$ cat config.mk
export PLATFORM = sky130hd
export DESIGN_NAME = lwn_notifier
export DESIGN_NICKNAME = d
export VERILOG_FILES = /design/src/logic/lwn_pkg.sv /design/src/logic/lwn_wake_sense.sv /design/src/logic/lwn_notifier.sv
export VERILOG_INCLUDE_DIRS = /design/src /design/src/logic
export SDC_FILE = /design/constraint.sdc
export NUM_CORES = 1
export LEC_CHECK = 0
export ABC_CLOCK_PERIOD_IN_PS = 5410
export BUFFER_PORTS_ARGS = -buffer_cell sky130_fd_sc_hd__buf_2
export CORE_MARGIN = 10
export CORE_UTILIZATION = 45
export CTS_CLUSTER_DIAMETER = 120
export DETAILED_ROUTE_END_ITERATION = 8
export PLACE_DENSITY = 0.7
export SLEW_MARGIN = 20
export SYNTH_ARGS = -nofsm -noshare
export SYNTH_HDL_FRONTEND = slang
export SYNTH_SLANG_ARGS = --single-unit
$ cat constraint.sdc
create_clock -name clk_sys -period 5.41 [get_ports clk_sys]
set_input_delay 1.082 -clock clk_sys [delete_from_list [all_inputs] [get_ports clk_sys]]
set_output_delay 1.082 -clock clk_sys [all_outputs]
set_load 0.03 [all_outputs]
$ cat src/logic/lwn_defs.svh
// lwn_defs.svh: offsets, field positions, reset values and timing counts
// assumes: included by bare name from the wake notifier design files
`ifndef LWN_DEFS_SVH
`define LWN_DEFS_SVH

`define LWN_CLK_NS          20
`define LWN_PCLK_DIV        2
`define LWN_WAKE_PERIOD_PCLK 8
`define LWN_PWR_STOP_MS     167
`define LWN_PWR_STOP_CYC    ((`LWN_PWR_STOP_MS * 1000000) / `LWN_CLK_NS)
`define LWN_ACT_WIN_PCLK    4
`define LWN_PWR_CLASS_MAX   3'h4

`define LWN_REG_CTRL        8'h00
`define LWN_REG_FLAGS       8'h04
`define LWN_REG_STATUS      8'h08
`define LWN_REG_MASK        8'h0c
`define LWN_REG_PMCSR       8'h48

`define LWN_CTRL_LINK_CTRL  0
`define LWN_CTRL_RESUMING_PORT_IRQ_ENABLE       1
`define LWN_CTRL_PCLASS_LO  4
`define LWN_FLG_PEI         0
`define LWN_FLG_CONFIG_TIMEOUT_FLAG        1
`define LWN_FLG_CABLE_POWER_STATUS_FLAG        2
`define LWN_FLG_STATE_TIMEOUT_FLAG        3
`define LWN_ST_WAKE_ON      0
`define LWN_ST_LINK_WAKE    1
`define LWN_ST_PWR_STOP     2
`define LWN_POWER_EVENT_STATUS_FLAG_BIT     15
`define LWN_CTRL_RST        32'h0000_0000

`endif

$ cat src/logic/lwn_pkg.sv
// lwn_pkg.sv: types shared by the wake notifier files
// assumes: lwn_defs.svh supplies the numbers
package lwn_pkg;
  // last member is bit 0, matching the flag positions of the register
  typedef struct packed {
    logic state_timeout;
    logic cable_power;
    logic cfg_timeout;
    logic port_event;
  } lwn_flags_t;

  typedef struct packed {
    logic [31:0] prdata;
    logic        pready;
    logic        pslverr;
  } lwn_apb_rsp_t;

  typedef enum logic [1:0] {LWN_IDLE, LWN_PKT, LWN_INT, LWN_PWR} lwn_cause_t;
endpackage

$ cat src/logic/lwn_wake_sense.sv
// lwn_wake_sense.sv: link-side sampling of the wake pin
// assumes: wake pin is asynchronous to clk_sys
`timescale 1ns/1ps
`include "lwn_defs.svh"
module lwn_wake_sense
  import lwn_pkg::*;
#(
  parameter int WIN = `LWN_ACT_WIN_PCLK * `LWN_PCLK_DIV * `LWN_WAKE_PERIOD_PCLK
) (
  input  wire logic clk_sys,
  input  wire logic rst_n,
  input  wire logic wake_in,
  output logic      active
);
  logic       s1_q;
  logic       s2_q;
  logic       s3_q;
  logic [7:0] win_q;

  always_ff @(posedge clk_sys or negedge rst_n) begin
    if (!rst_n) begin
      s1_q <= 1'b0;
      s2_q <= 1'b0;
      s3_q <= 1'b0;
    end else begin
      s1_q <= wake_in;
      s2_q <= s1_q;
      s3_q <= s2_q;
    end
  end

  // any edge or a high pin reloads the window; active while edges keep coming or the pin stays high
  always_ff @(posedge clk_sys or negedge rst_n) begin
    if (!rst_n) begin
      win_q <= 8'h00;
    end else if (s2_q != s3_q || s2_q) begin // [RULE16]
      win_q <= WIN[7:0];
    end else if (win_q != 8'h00) begin
      win_q <= win_q - 8'h01;
    end
  end

  always_ff @(posedge clk_sys or negedge rst_n) begin
    if (!rst_n) begin
      active <= 1'b0;
    end else begin
      active <= (win_q != 8'h00);
    end
  end

  wake_hold_a: assert property (@(posedge clk_sys) disable iff (!rst_n)
    (s2_q != s3_q) |-> ##2 active) // [RULE16]
    else $error("wake edge not reported active");
endmodule // lwn_wake_sense

$ cat src/logic/lwn_notifier.sv
// lwn_notifier.sv: link-on wake notifier, phy section and link-side sensing
// assumes: apb master on clk_sys; link_clock and serial lines from outside
//
// Summary of operation
// [RULE1] while active the wake output toggles with a period of eight phy clock cycles.
// [RULE2] inactive the wake output is driven low, and undriven while reset is held.
// [RULE3] the notification starts only while the link is inactive and a wake cause holds.
// [RULE4] a link-on packet addressed to this node is a wake cause.
// [RULE5] a set port event flag is a wake cause.
// [RULE6] config timeout, cable power or state timeout flags wake only with the resume enable set.
// [RULE7] a phy power cycle wakes when the power class is 0 to 4.
// [RULE8] once started the notification runs until link power status and link control are both set.
// [RULE9] a bus reset stops a notification caused only by a link-on packet.
// [RULE10] a notification raised by power cycle stops after 167 ms without link activity.
// [RULE11] a cause pending while the link is active starts the notification when it goes inactive; packet and power causes are cleared while it is active.
// [RULE12] the link-side wake input counts only while link power status is disabled.
// [RULE13] a wake seen then sets the power event status flag, bit 15 of the register at 48h.
// [RULE14] status goes to the link serially, timed by the phy clock.
// [RULE15] the link requests service serially, timed by the link clock.
// [RULE16] the link side synchronises the wake pin and treats recent toggling as active.
`timescale 1ns/1ps
`include "lwn_defs.svh"
module lwn_notifier
  import lwn_pkg::*;
#(
  parameter int PWR_STOP_CYC = `LWN_PWR_STOP_CYC
) (
  input  wire logic        clk_sys,
  input  wire logic        rst_n,
  input  wire logic        psel,
  input  wire logic        penable,
  input  wire logic        pwrite,
  input  wire logic [7:0]  paddr,
  input  wire logic [31:0] pwdata,
  output logic [31:0]      prdata,
  output logic             pready,
  output logic             pslverr,
  input  wire logic        link_power_status,
  input  wire logic        link_on_packet,
  input  wire logic        bus_reset,
  input  wire logic        power_cycle,
  input  wire lwn_flags_t  flag_set,
  input  wire logic        link_clock,
  input  wire logic        phy_request_serial_in,
  input  wire logic        link_wake_notify_in,
  output logic             phy_wake_notify_out,
  output logic             phy_wake_notify_oe,
  output logic             phy_status_serial_out,
  output logic             irq
);
  localparam int PCNT_W = 24;

  lwn_apb_rsp_t rsp_q;
  lwn_flags_t   flags_q;
  lwn_cause_t   cause_q;
  logic [31:0]  ctrl_q;
  logic [2:0]   status_q;
  logic [2:0]   mask_q;
  logic         power_event_status_flag_q;
  logic         oe_q;
  logic         wake_q;
  logic         pkt_q;
  logic         pwr_q;
  logic [24:0]  pwr_cnt_q;
  logic [1:0]   div_q;
  logic [1:0]   half_q;
  logic         pclk_en;
  logic         lps_s1_q, lps_s2_q;
  logic         req_s1_q, req_s2_q;
  logic         lck_s1_q, lck_s2_q, lck_s3_q;
  logic         req_bit_q;
  logic         link_active;
  logic         int_cause;
  logic         pwr_ok;
  logic         any_cause;
  logic         link_wake_seen;
  logic         wr_en;
  logic         rd_en;
  logic         stat_q;

  function automatic logic sel(input logic [7:0] a, input logic [7:0] r);
    return a == r;
  endfunction

  // pins from outside pass two flops; the link clock passes a third for edge detection
  always_ff @(posedge clk_sys or negedge rst_n) begin
    if (!rst_n) begin
      lps_s1_q <= 1'b0;
      lps_s2_q <= 1'b0;
      req_s1_q <= 1'b0;
      req_s2_q <= 1'b0;
      lck_s1_q <= 1'b0;
      lck_s2_q <= 1'b0;
      lck_s3_q <= 1'b0;
    end else begin
      lps_s1_q <= link_power_status;
      lps_s2_q <= lps_s1_q;
      req_s1_q <= phy_request_serial_in;
      req_s2_q <= req_s1_q;
      lck_s1_q <= link_clock;
      lck_s2_q <= lck_s1_q;
      lck_s3_q <= lck_s2_q;
    end
  end

  // request line sampled on link clock rising edges
  always_ff @(posedge clk_sys or negedge rst_n) begin
    if (!rst_n) begin
      req_bit_q <= 1'b0;
    end else if (lck_s2_q && !lck_s3_q) begin // [RULE15]
      req_bit_q <= req_s2_q;
    end
  end

  // phy clock enable derived from clk_sys
  always_ff @(posedge clk_sys or negedge rst_n) begin
    if (!rst_n) begin
      div_q <= 2'h0;
    end else begin
      div_q <= (div_q == 2'(`LWN_PCLK_DIV - 1)) ? 2'h0 : div_q + 2'h1;
    end
  end
  assign pclk_en = (div_q == 2'h0);

  assign wr_en = psel && penable && pwrite;
  assign rd_en = psel && penable && !pwrite;

  always_ff @(posedge clk_sys or negedge rst_n) begin
    if (!rst_n) begin
      ctrl_q <= `LWN_CTRL_RST;
      mask_q <= 3'h0;
    end else if (wr_en) begin
      if (sel(paddr, `LWN_REG_CTRL)) begin
        ctrl_q <= pwdata;
      end
      if (sel(paddr, `LWN_REG_MASK)) begin
        mask_q <= pwdata[2:0];
      end
    end
  end

  // interrupt flags of the phy: hardware set wins over software clear
  always_ff @(posedge clk_sys or negedge rst_n) begin
    if (!rst_n) begin
      flags_q <= '0;
    end else if (wr_en && sel(paddr, `LWN_REG_FLAGS)) begin
      flags_q <= lwn_flags_t'((flags_q & ~pwdata[3:0]) | flag_set);
    end else begin
      flags_q <= lwn_flags_t'(flags_q | flag_set);
    end
  end

  assign link_active = lps_s2_q && ctrl_q[`LWN_CTRL_LINK_CTRL]; // [RULE8]
  assign int_cause   = flags_q.port_event // [RULE5]
                     || (ctrl_q[`LWN_CTRL_RESUMING_PORT_IRQ_ENABLE] && (flags_q.cfg_timeout
                     || flags_q.cable_power || flags_q.state_timeout)); // [RULE6]
  assign pwr_ok      = ctrl_q[`LWN_CTRL_PCLASS_LO +: 3] <= `LWN_PWR_CLASS_MAX; // [RULE7]

  // packet and power causes are latched; interrupt cause is a level
  always_ff @(posedge clk_sys or negedge rst_n) begin
    if (!rst_n) begin
      pkt_q <= 1'b0;
    end else if (link_active || bus_reset) begin // [RULE9]
      pkt_q <= 1'b0;
    end else if (link_on_packet) begin // [RULE4]
      pkt_q <= 1'b1;
    end
  end

  always_ff @(posedge clk_sys or negedge rst_n) begin
    if (!rst_n) begin
      pwr_q     <= 1'b0;
      pwr_cnt_q <= 25'h0;
    end else if (link_active) begin
      pwr_q     <= 1'b0;
      pwr_cnt_q <= 25'h0;
    end else if (power_cycle && pwr_ok) begin // [RULE7]
      pwr_q     <= 1'b1;
      pwr_cnt_q <= 25'(PWR_STOP_CYC);
    end else if (pwr_q) begin
      pwr_cnt_q <= pwr_cnt_q - 25'h1;
      if (pwr_cnt_q == 25'h1) begin // [RULE10]
        pwr_q <= 1'b0;
      end
    end
  end

  assign any_cause = pkt_q || int_cause || pwr_q;

  always_ff @(posedge clk_sys or negedge rst_n) begin
    if (!rst_n) begin
      cause_q <= LWN_IDLE;
    end else begin
      case (1'b1)
        link_active: cause_q <= LWN_IDLE; // [RULE8]
        int_cause:   cause_q <= LWN_INT;  // [RULE11]
        pwr_q:       cause_q <= LWN_PWR;
        pkt_q:       cause_q <= LWN_PKT;
        default:     cause_q <= LWN_IDLE;
      endcase
    end
  end

  // square wave: toggle every four phy clock enables
  always_ff @(posedge clk_sys or negedge rst_n) begin
    if (!rst_n) begin
      wake_q <= 1'b0;
      half_q <= 2'h0;
    end else if (!any_cause || link_active) begin // [RULE3]
      wake_q <= 1'b0;
      half_q <= 2'h0;
    end else if (pclk_en) begin
      half_q <= half_q + 2'h1;
      if (half_q == 2'(`LWN_WAKE_PERIOD_PCLK / 2 - 1)) begin // [RULE1]
        wake_q <= !wake_q;
      end
    end
  end

  // pin undriven in reset, driven afterwards
  always_ff @(posedge clk_sys or negedge rst_n) begin
    if (!rst_n) begin
      oe_q <= 1'b0;
    end else begin
      oe_q <= 1'b1; // [RULE2]
    end
  end
  assign phy_wake_notify_out = wake_q;
  assign phy_wake_notify_oe  = oe_q;

  // serial status: interrupt cause xor sampled request bit, updated on phy clock
  always_ff @(posedge clk_sys or negedge rst_n) begin
    if (!rst_n) begin
      stat_q <= 1'b0;
    end else if (pclk_en) begin // [RULE14]
      stat_q <= int_cause ^ req_bit_q;
    end
  end
  assign phy_status_serial_out = stat_q;

  lwn_wake_sense u_sense (
    .clk_sys (clk_sys),
    .rst_n   (rst_n),
    .wake_in (link_wake_notify_in),
    .active  (link_wake_seen)
  );

  always_ff @(posedge clk_sys or negedge rst_n) begin
    if (!rst_n) begin
      power_event_status_flag_q <= 1'b0;
    end else if (link_wake_seen && !lps_s2_q) begin // [RULE12] [RULE13]
      power_event_status_flag_q <= 1'b1;
    end else if (wr_en && sel(paddr, `LWN_REG_PMCSR) && pwdata[`LWN_POWER_EVENT_STATUS_FLAG_BIT]) begin
      power_event_status_flag_q <= 1'b0;
    end
  end

  // sticky events: wake start, link wake seen, power-cycle stop
  always_ff @(posedge clk_sys or negedge rst_n) begin
    if (!rst_n) begin
      status_q <= 3'h0;
    end else begin
      status_q <= (status_q & ~((wr_en && sel(paddr, `LWN_REG_STATUS)) ? pwdata[2:0] : 3'h0))
                | {pwr_q && pwr_cnt_q == 25'h1, power_event_status_flag_q, wake_q};
    end
  end

  always_ff @(posedge clk_sys or negedge rst_n) begin
    if (!rst_n) begin
      irq <= 1'b0;
    end else begin
      irq <= |(status_q & mask_q);
    end
  end

  always_ff @(posedge clk_sys or negedge rst_n) begin
    if (!rst_n) begin
      rsp_q <= '0;
    end else begin
      rsp_q.pready  <= psel && !penable;
      rsp_q.pslverr <= 1'b0;
      rsp_q.prdata  <= 32'h0;
      if (psel && !penable && !pwrite) begin
        case (paddr)
          `LWN_REG_CTRL:   rsp_q.prdata <= ctrl_q;
          `LWN_REG_FLAGS:  rsp_q.prdata <= {28'h0, flags_q};
          `LWN_REG_STATUS: rsp_q.prdata <= {29'h0, status_q};
          `LWN_REG_MASK:   rsp_q.prdata <= {29'h0, mask_q};
          `LWN_REG_PMCSR:  rsp_q.prdata <= {16'h0, power_event_status_flag_q, 15'h0};
          default:         rsp_q.pslverr <= 1'b1;
        endcase
      end else if (psel && !penable) begin
        rsp_q.pslverr <= !(sel(paddr, `LWN_REG_CTRL) || sel(paddr, `LWN_REG_FLAGS)
                        || sel(paddr, `LWN_REG_STATUS) || sel(paddr, `LWN_REG_MASK)
                        || sel(paddr, `LWN_REG_PMCSR));
      end
    end
  end
  assign prdata  = rsp_q.prdata;
  assign pready  = rsp_q.pready;
  assign pslverr = rsp_q.pslverr;

  wake_low_a: assert property (@(posedge clk_sys) disable iff (!rst_n)
    (link_active ##1 link_active) |-> ##1 !wake_q) // [RULE8]
    else $error("wake output not low with link active");
  wake_gate_a: assert property (@(posedge clk_sys) disable iff (!rst_n)
    $rose(wake_q) |-> $past(any_cause) && !$past(link_active)) // [RULE3]
    else $error("wake output started without cause");
  wake_period_a: assert property (@(posedge clk_sys) disable iff (!rst_n)
    ($rose(wake_q) ##1 (any_cause && !link_active)[*7]) |-> $stable(wake_q)) // [RULE1]
    else $error("wake half period too short");
  pkt_clear_a: assert property (@(posedge clk_sys) disable iff (!rst_n)
    bus_reset |=> !pkt_q) // [RULE9]
    else $error("packet cause survived bus reset");
  port_evt_a: assert property (@(posedge clk_sys) disable iff (!rst_n)
    (flags_q.port_event && !link_active && pclk_en) |=> $changed(half_q)) // [RULE5]
    else $error("port event not a wake cause");
  int_keep_a: assert property (@(posedge clk_sys) disable iff (!rst_n)
    (cause_q == LWN_INT && int_cause && bus_reset && !wr_en) |=> any_cause) // [RULE9]
    else $error("bus reset stopped an interrupt wake");
  pme_set_a: assert property (@(posedge clk_sys) disable iff (!rst_n)
    (link_wake_seen && !lps_s2_q) |=> power_event_status_flag_q) // [RULE13]
    else $error("power event status not set");
  pwr_stop_a: assert property (@(posedge clk_sys) disable iff (!rst_n)
    (pwr_q && pwr_cnt_q == 25'h1 && !link_active && !power_cycle) |=> !pwr_q) // [RULE10]
    else $error("power cycle wake did not stop");
  oe_on_a: assert property (@(posedge clk_sys) disable iff (!rst_n)
    $past(rst_n) |-> phy_wake_notify_oe) // [RULE2]
    else $error("wake pin not driven after reset");
endmodule // lwn_notifier

After elaboration in Yosys (flattened, before gate mapping)
Index checks and enable logic that the tools add are counted.
{"block": "totals", "reg_bits": 132, "latch_bits": 0, "ramBits": 0, "romBits": 0, "in_bits": 56, "output_inout_bits": 38, "wordCells": 128, "memories": 0}
{"block": "op_classes", "n_addsub": 4, "multipliers": 0, "div_mod_pow": 0, "n_lt_le_gt_ge": 1, "n_eq_ne": 8, "shift": 0, "n_mux": 26, "n_bitwise": 9, "reduce_logical": 47}
{"operator": "case mux 32 bit (5 select lines)", "count": 1}
{"operator": "two-way mux 25 bit", "count": 3}
{"operator": "two-way mux 32 bit", "count": 1}
{"operator": "== test 25 x 1 -> 1 bit, second input constant", "count": 1}
{"operator": "subtractor 25 x 1 -> 25 bit, second input constant", "count": 1}
{"operator": "== test 8 x 4 -> 1 bit, second input constant", "count": 2}
{"operator": "two-way mux 8 bit", "count": 2}
{"operator": "logical AND 1 bit", "count": 14}
{"operator": "two-way mux 1 bit", "count": 14}
{"operator": "logical OR 1 bit", "count": 12}
{"operator": "nonzero test 2 bit", "count": 5}
{"operator": "== test 8 x 3 -> 1 bit, second input constant", "count": 1}
{"operator": "== test 8 x 7 -> 1 bit, second input constant", "count": 1}
{"operator": "logical NOT 8 bit", "count": 1}
{"operator": "bitwise OR 4 bit", "count": 2}
{"operator": "nonzero test 8 bit", "count": 1}
{"operator": "subtractor 8 x 1 -> 8 bit, second input constant", "count": 1}
{"operator": "logical NOT 1 bit", "count": 7}
{"operator": "bitwise AND 3 bit", "count": 2}
{"operator": "two-way mux 2 bit", "count": 3}
{"operator": "AND reduction 2 bit", "count": 3}
{"operator": "OR reduction 5 bit", "count": 1}
{"operator": "adder 2 x 1 -> 2 bit, second input constant", "count": 2}
{"operator": "bitwise AND 4 bit", "count": 1}
{"operator": "other kinds (13)", "count": 13}

Logic depth before layout (Yosys ltp)
{"block": "depth", "ltp_word": 10, "ltp_mapped": 7, "ltp_nobuf": 6}

By module
Synthesis repeated with hierarchy kept, for this count alone.
{"block": "hier_totals", "cells_unflattened": 441, "hier_area_um2": 5479.0}
{"module": "lwn_notifier", "instances": 1, "cells_each": 387, "area_each_um2": 4901.0, "seq_area_each_um2": 3002.9}
{"module": "lwn_wake_sense", "instances": 1, "cells_each": 54, "area_each_um2": 578.1, "seq_area_each_um2": 300.3}

Worst setup path before layout
Ideal clock, no wire load.
{"block": "synth_timing", "path_type": "input to register", "startpoint": "in paddr[1]", "endpoint": "reg ctrl_q[0]", "setup_time_ns": 0.128, "arrival_time_ns": 2.544, "t_required_ns": 5.282, "slack_ns": 2.738, "path_stages": 5, "path_buffers": 1, "path_cell_list": "nor4_1 -> nor4b_4 -> nand2_1 -> buf_2 -> mux2_1"}
{"block": "synth_via", "elab_chain_len": 2}
{"item": "start: declaration", "line": "lwn_notifier.sv:33", "source": "input wire logic [7:0] paddr,"}
{"item": "logical NOT 8 bit", "line": "lwn_notifier.sv:82", "source": "return a == r;"}
{"item": "AND reduction 2 bit (no line)"}
{"item": "end signal: assignment", "line": "lwn_notifier.sv:130", "source": "ctrl_q <= `LWN_CTRL_RST;"}
{"item": "end signal: assignment", "line": "lwn_notifier.sv:134", "source": "ctrl_q <= pwdata;"}
{"item": "end: declaration", "line": "lwn_notifier.sv:56", "source": "logic [31:0] ctrl_q;"}
Every way passes these cells.
A chain may end at the register's enable or synchronous reset.

Final worst setup path
{"block": "layout_timing", "startpoint": "in penable", "endpoint": "reg, netlist name prdata[7]"}
{"block": "layout_via", "elab_chain_len": 4}
{"item": "start: declaration", "line": "lwn_notifier.sv:31", "source": "input wire logic penable,"}
{"item": "logical NOT 1 bit", "line": "lwn_notifier.sv:283", "source": "if (psel && !penable && !pwrite) begin"}
{"item": "logical AND 1 bit (2 in a row)", "line": "lwn_notifier.sv:283"}
{"item": "two-way mux 32 bit", "line": "lwn_notifier.sv:283"}
Every way passes these cells.

==> metrics.txt <==
CTS tree yes; DR pass1 iterations 4; die height 130 um; Pint between 1.5 and 2 mW; Avg WL per Cell about 17 um; critical path buffer and inverter count 1; Clock Latency Late Sink between 0.4 and 0.5 ns; Synth Register Bits between 100 and 150; post-route ant nets 0; setup ws final about 2.6 ns; R2R setup slack around 3.0 ns; diode count 0; DIE AREA roughly 0.017 mm^2; H-Tree Depth 4; Yosys cell types slightly below 50; Critical Path Sink prdata[7]; post-detail-place hpwl 8.07 mm; Post-Syn Area between 0.005 and 0.006 mm^2; largest area contributor in the netlist dfrtp_1; layout cell share with drive strength beyond 1 approximately 25%; register share of total power a little over two fifths; reg2reg start pwr_q; CORE AREA 0.0116 mm^2; Critical Path End Type flop; Hold Crit Class reg -> reg; YS warnings 0; status finished, final reports clean; Initial Util 46.7%; Synth Flop Type dfrtp_1; total power 2.43 mW; Final nets 595; EDFF count, synth 0; largest net degree at the start of global routing between 60 and 70; PostCTS Resize Cnt 0; Logic pwr share 7.0%; post-CTS setup buffers 0; Cell Chain, Critical Path buf_2 -> or3b_1 -> or4b_1 -> nor3_4 -> and2_1; Crit-path slowest cell or4b_1; total grt overflow 0; Slew Viols, Final 0; area delta synth->final 22.9%; Crit path arrival time around 3.1 ns; Post-Syn Area per Cell about 12 um^2; Cell Pwr Density between 300 and 400 mW/mm^2; Net Sw Power ~560 uW; Seq/Total Area, Yosys roughly three fifths; clock buffer count from CTS 17; Least-Margin Pin Slew about 0.8 ns; critical path required time ~5.8 ns; Peak VDD IR approximately 240 uV; Avg Vias per Cell 5.29; vias between 3,000 and 4,000; Clk pwr share approximately 50%; crit path launch type primary input; Synth Instances 434; max_cap viols 0; Slew headroom between 40 and 50%; CTS max path bufs 2; 1st-iter DRT viols about 300; Setup CP Type in -> reg; crit path time final between 2 and 3 ns; first-pass GRT wire length approximately 19 mm; synth cell count leaders dfrtp_1 (132), mux2_1 (35), nor2_1 (35); pre-CTS setup slack 2.21 ns; io pins between 90 and 100; total number of cells along the worst setup path 5; capturing point of the worst reg2reg path pwr_cnt_q[17]; final hold vios 0; Crit. Startpoint penable; initial antenna violation count 0; Crit path largest cell delay around 0.67 ns; largest fanout on the critical path 27; Fmax 360 MHz; leakage 3.18 nW; drc violations 0; final setup fails 0; clock sinks approximately 130; gpl congestion 0.786; CP top delay family simple AND/OR/NAND/NOR gates; DIE WIDTH around 130 um; final clock skew 0.0194 ns; Setup TNS Final 0 ns; RSZ-0062 raised after global routing no; worst-case reg-to-reg path depth 4; sw frac between 20 and 25%; IO buf count 93; Net Count, Synth roughly 500; post-synth top area share 61.2%; Clk pin slew, worst setup/hold paths 0.06 ns; Area contributors post-synth dfrtp_1 (61%), mux2_1 (7.3%), and2_1 (3.5%); GRT Overall Usage 14.3%; DRT Wirelength around 12 mm; ys async rst share 100%; vias in the first global route 3,811; Clock Tree Root clkbuf_16; filler cell count in the final layout about 920; most frequent cell after synthesis dfrtp_1; Hold Buf Count CTS 0; Final period util between 50% and 60%; FP Rows 39
-- metal layers --
layer / GRT usage [%] / part of all wire (%) / vias to the layer above
met5: 0 / 0 / -
met4: 4.37 / 0.37 / 0
met3: 5.75 / 6.6 / 2
met2: 22.1 / 46 / 98
met1: 18.2 / 47 / 1800
li1: - / - / 1755
-- sequential cells by signal (all words and copies together), names as in the netlist, 2 cells and up --
signal         count
ctrl_q            32
u_sense.win_q      8
div_q              2
status_q           3
mask_q             3
flags_q            4
pwr_cnt_q         25
half_q             2
prdata            32
-- cell usage in the layout (no fill, tap or decap), types with 6 or more instances in the layout --
cell,synthesis,final
or4_1,8,8
mux2_1,35,35
nand2_1,17,17
dfrtp_1,132,132
a21oi_1,9,9
o31ai_1,8,8
and2_1,30,30
inv_1,8,8
xnor2_1,9,9
clkbuf_16,0,17
o21ai_0,6,6
nand3_1,7,7
a31oi_1,10,10
nor2_1,35,35
or3_1,8,8
a21o_1,6,6
nor4_1,7,7
nor2b_1,8,8
buf_2,6,92
nor3_1,13,13
-- power by group through the flow --
stage / clock network [mW] / logic (mW) / registers, mW
4_1_cts: 1.23 / 0.173 / 1.05
6_report: 1.21 / 0.170 / 1.05
3_3_place_gp: 0 / 0.167 / 1.07
2_1_floorplan: 0 / 0.0886 / 1.07
3_5_place_dp: 0 / 0.172 / 1.07
5_1_grt: 1.28 / 0.194 / 1.06
-- worst min-delay path by stage --
stage / startpoint / endpoint / cells past startpoint / slack, ns
after CTS: u_sense.s1_q / u_sense.s2_q / 0 / 0.34
after detailed placement: u_sense.s1_q / u_sense.s2_q / 0 / 0.33
final: u_sense.s1_q / u_sense.s2_q / 0 / 0.34
after global placement: req_s1_q / req_s2_q / 0 / 0.34
after global routing: lck_s1_q / lck_s2_q / 0 / 0.36
after floorplan: lck_s1_q / lck_s2_q / 0 / 0.33
-- cells by family (layout without fill, tap and decap cells) --
kind of cell / count (synthesis) / in the layout / synth area share [%]
buf+inv: 22 / 136 / 1.67
fa+ha+maj: 4 / 4 / 0.927
other cells: 1 / 1 / 0.0694
simple gates: 162 / 162 / 17.4
xor+xnor: 14 / 14 / 2.27
mux: 45 / 45 / 9.89
compound gates: 54 / 54 / 6.60
flops: 132 / 132 / 61.2
-- layout make-up --
class	count	area [um^2]	share of cell area (%)
Sequential cell	132	3300	49.8
Multi-Input combinational cell	280	2010	30.2
Timing Repair Buffer	96	490	7.39
Clock buffer	18	429	6.46
Clock inverter	14	200	3.02
Tap cell	143	179	2.70
Inverter	8	30.0	0.452
-- stage by stage --
step                      hold slack [ns]  instances  area, um^2  util [%]
final                               0.344        691        6640      57.4
after detailed placement            0.335        659        6010      52.0
after global routing                0.359        691        6640      57.4
after CTS                           0.344        691        6640      57.4
after floorplan                     0.331        434        5400         -
after global placement              0.336        659        6010      52.0
-- worst reg2reg max path, delay by kind of cell, from the launching register on --
family | cells | cell delay, ns
compound gates | 1 | 0.19
simple gates | 3 | 1.49
flops | 1 | 0.62
(Power assumes the default switching activity.)
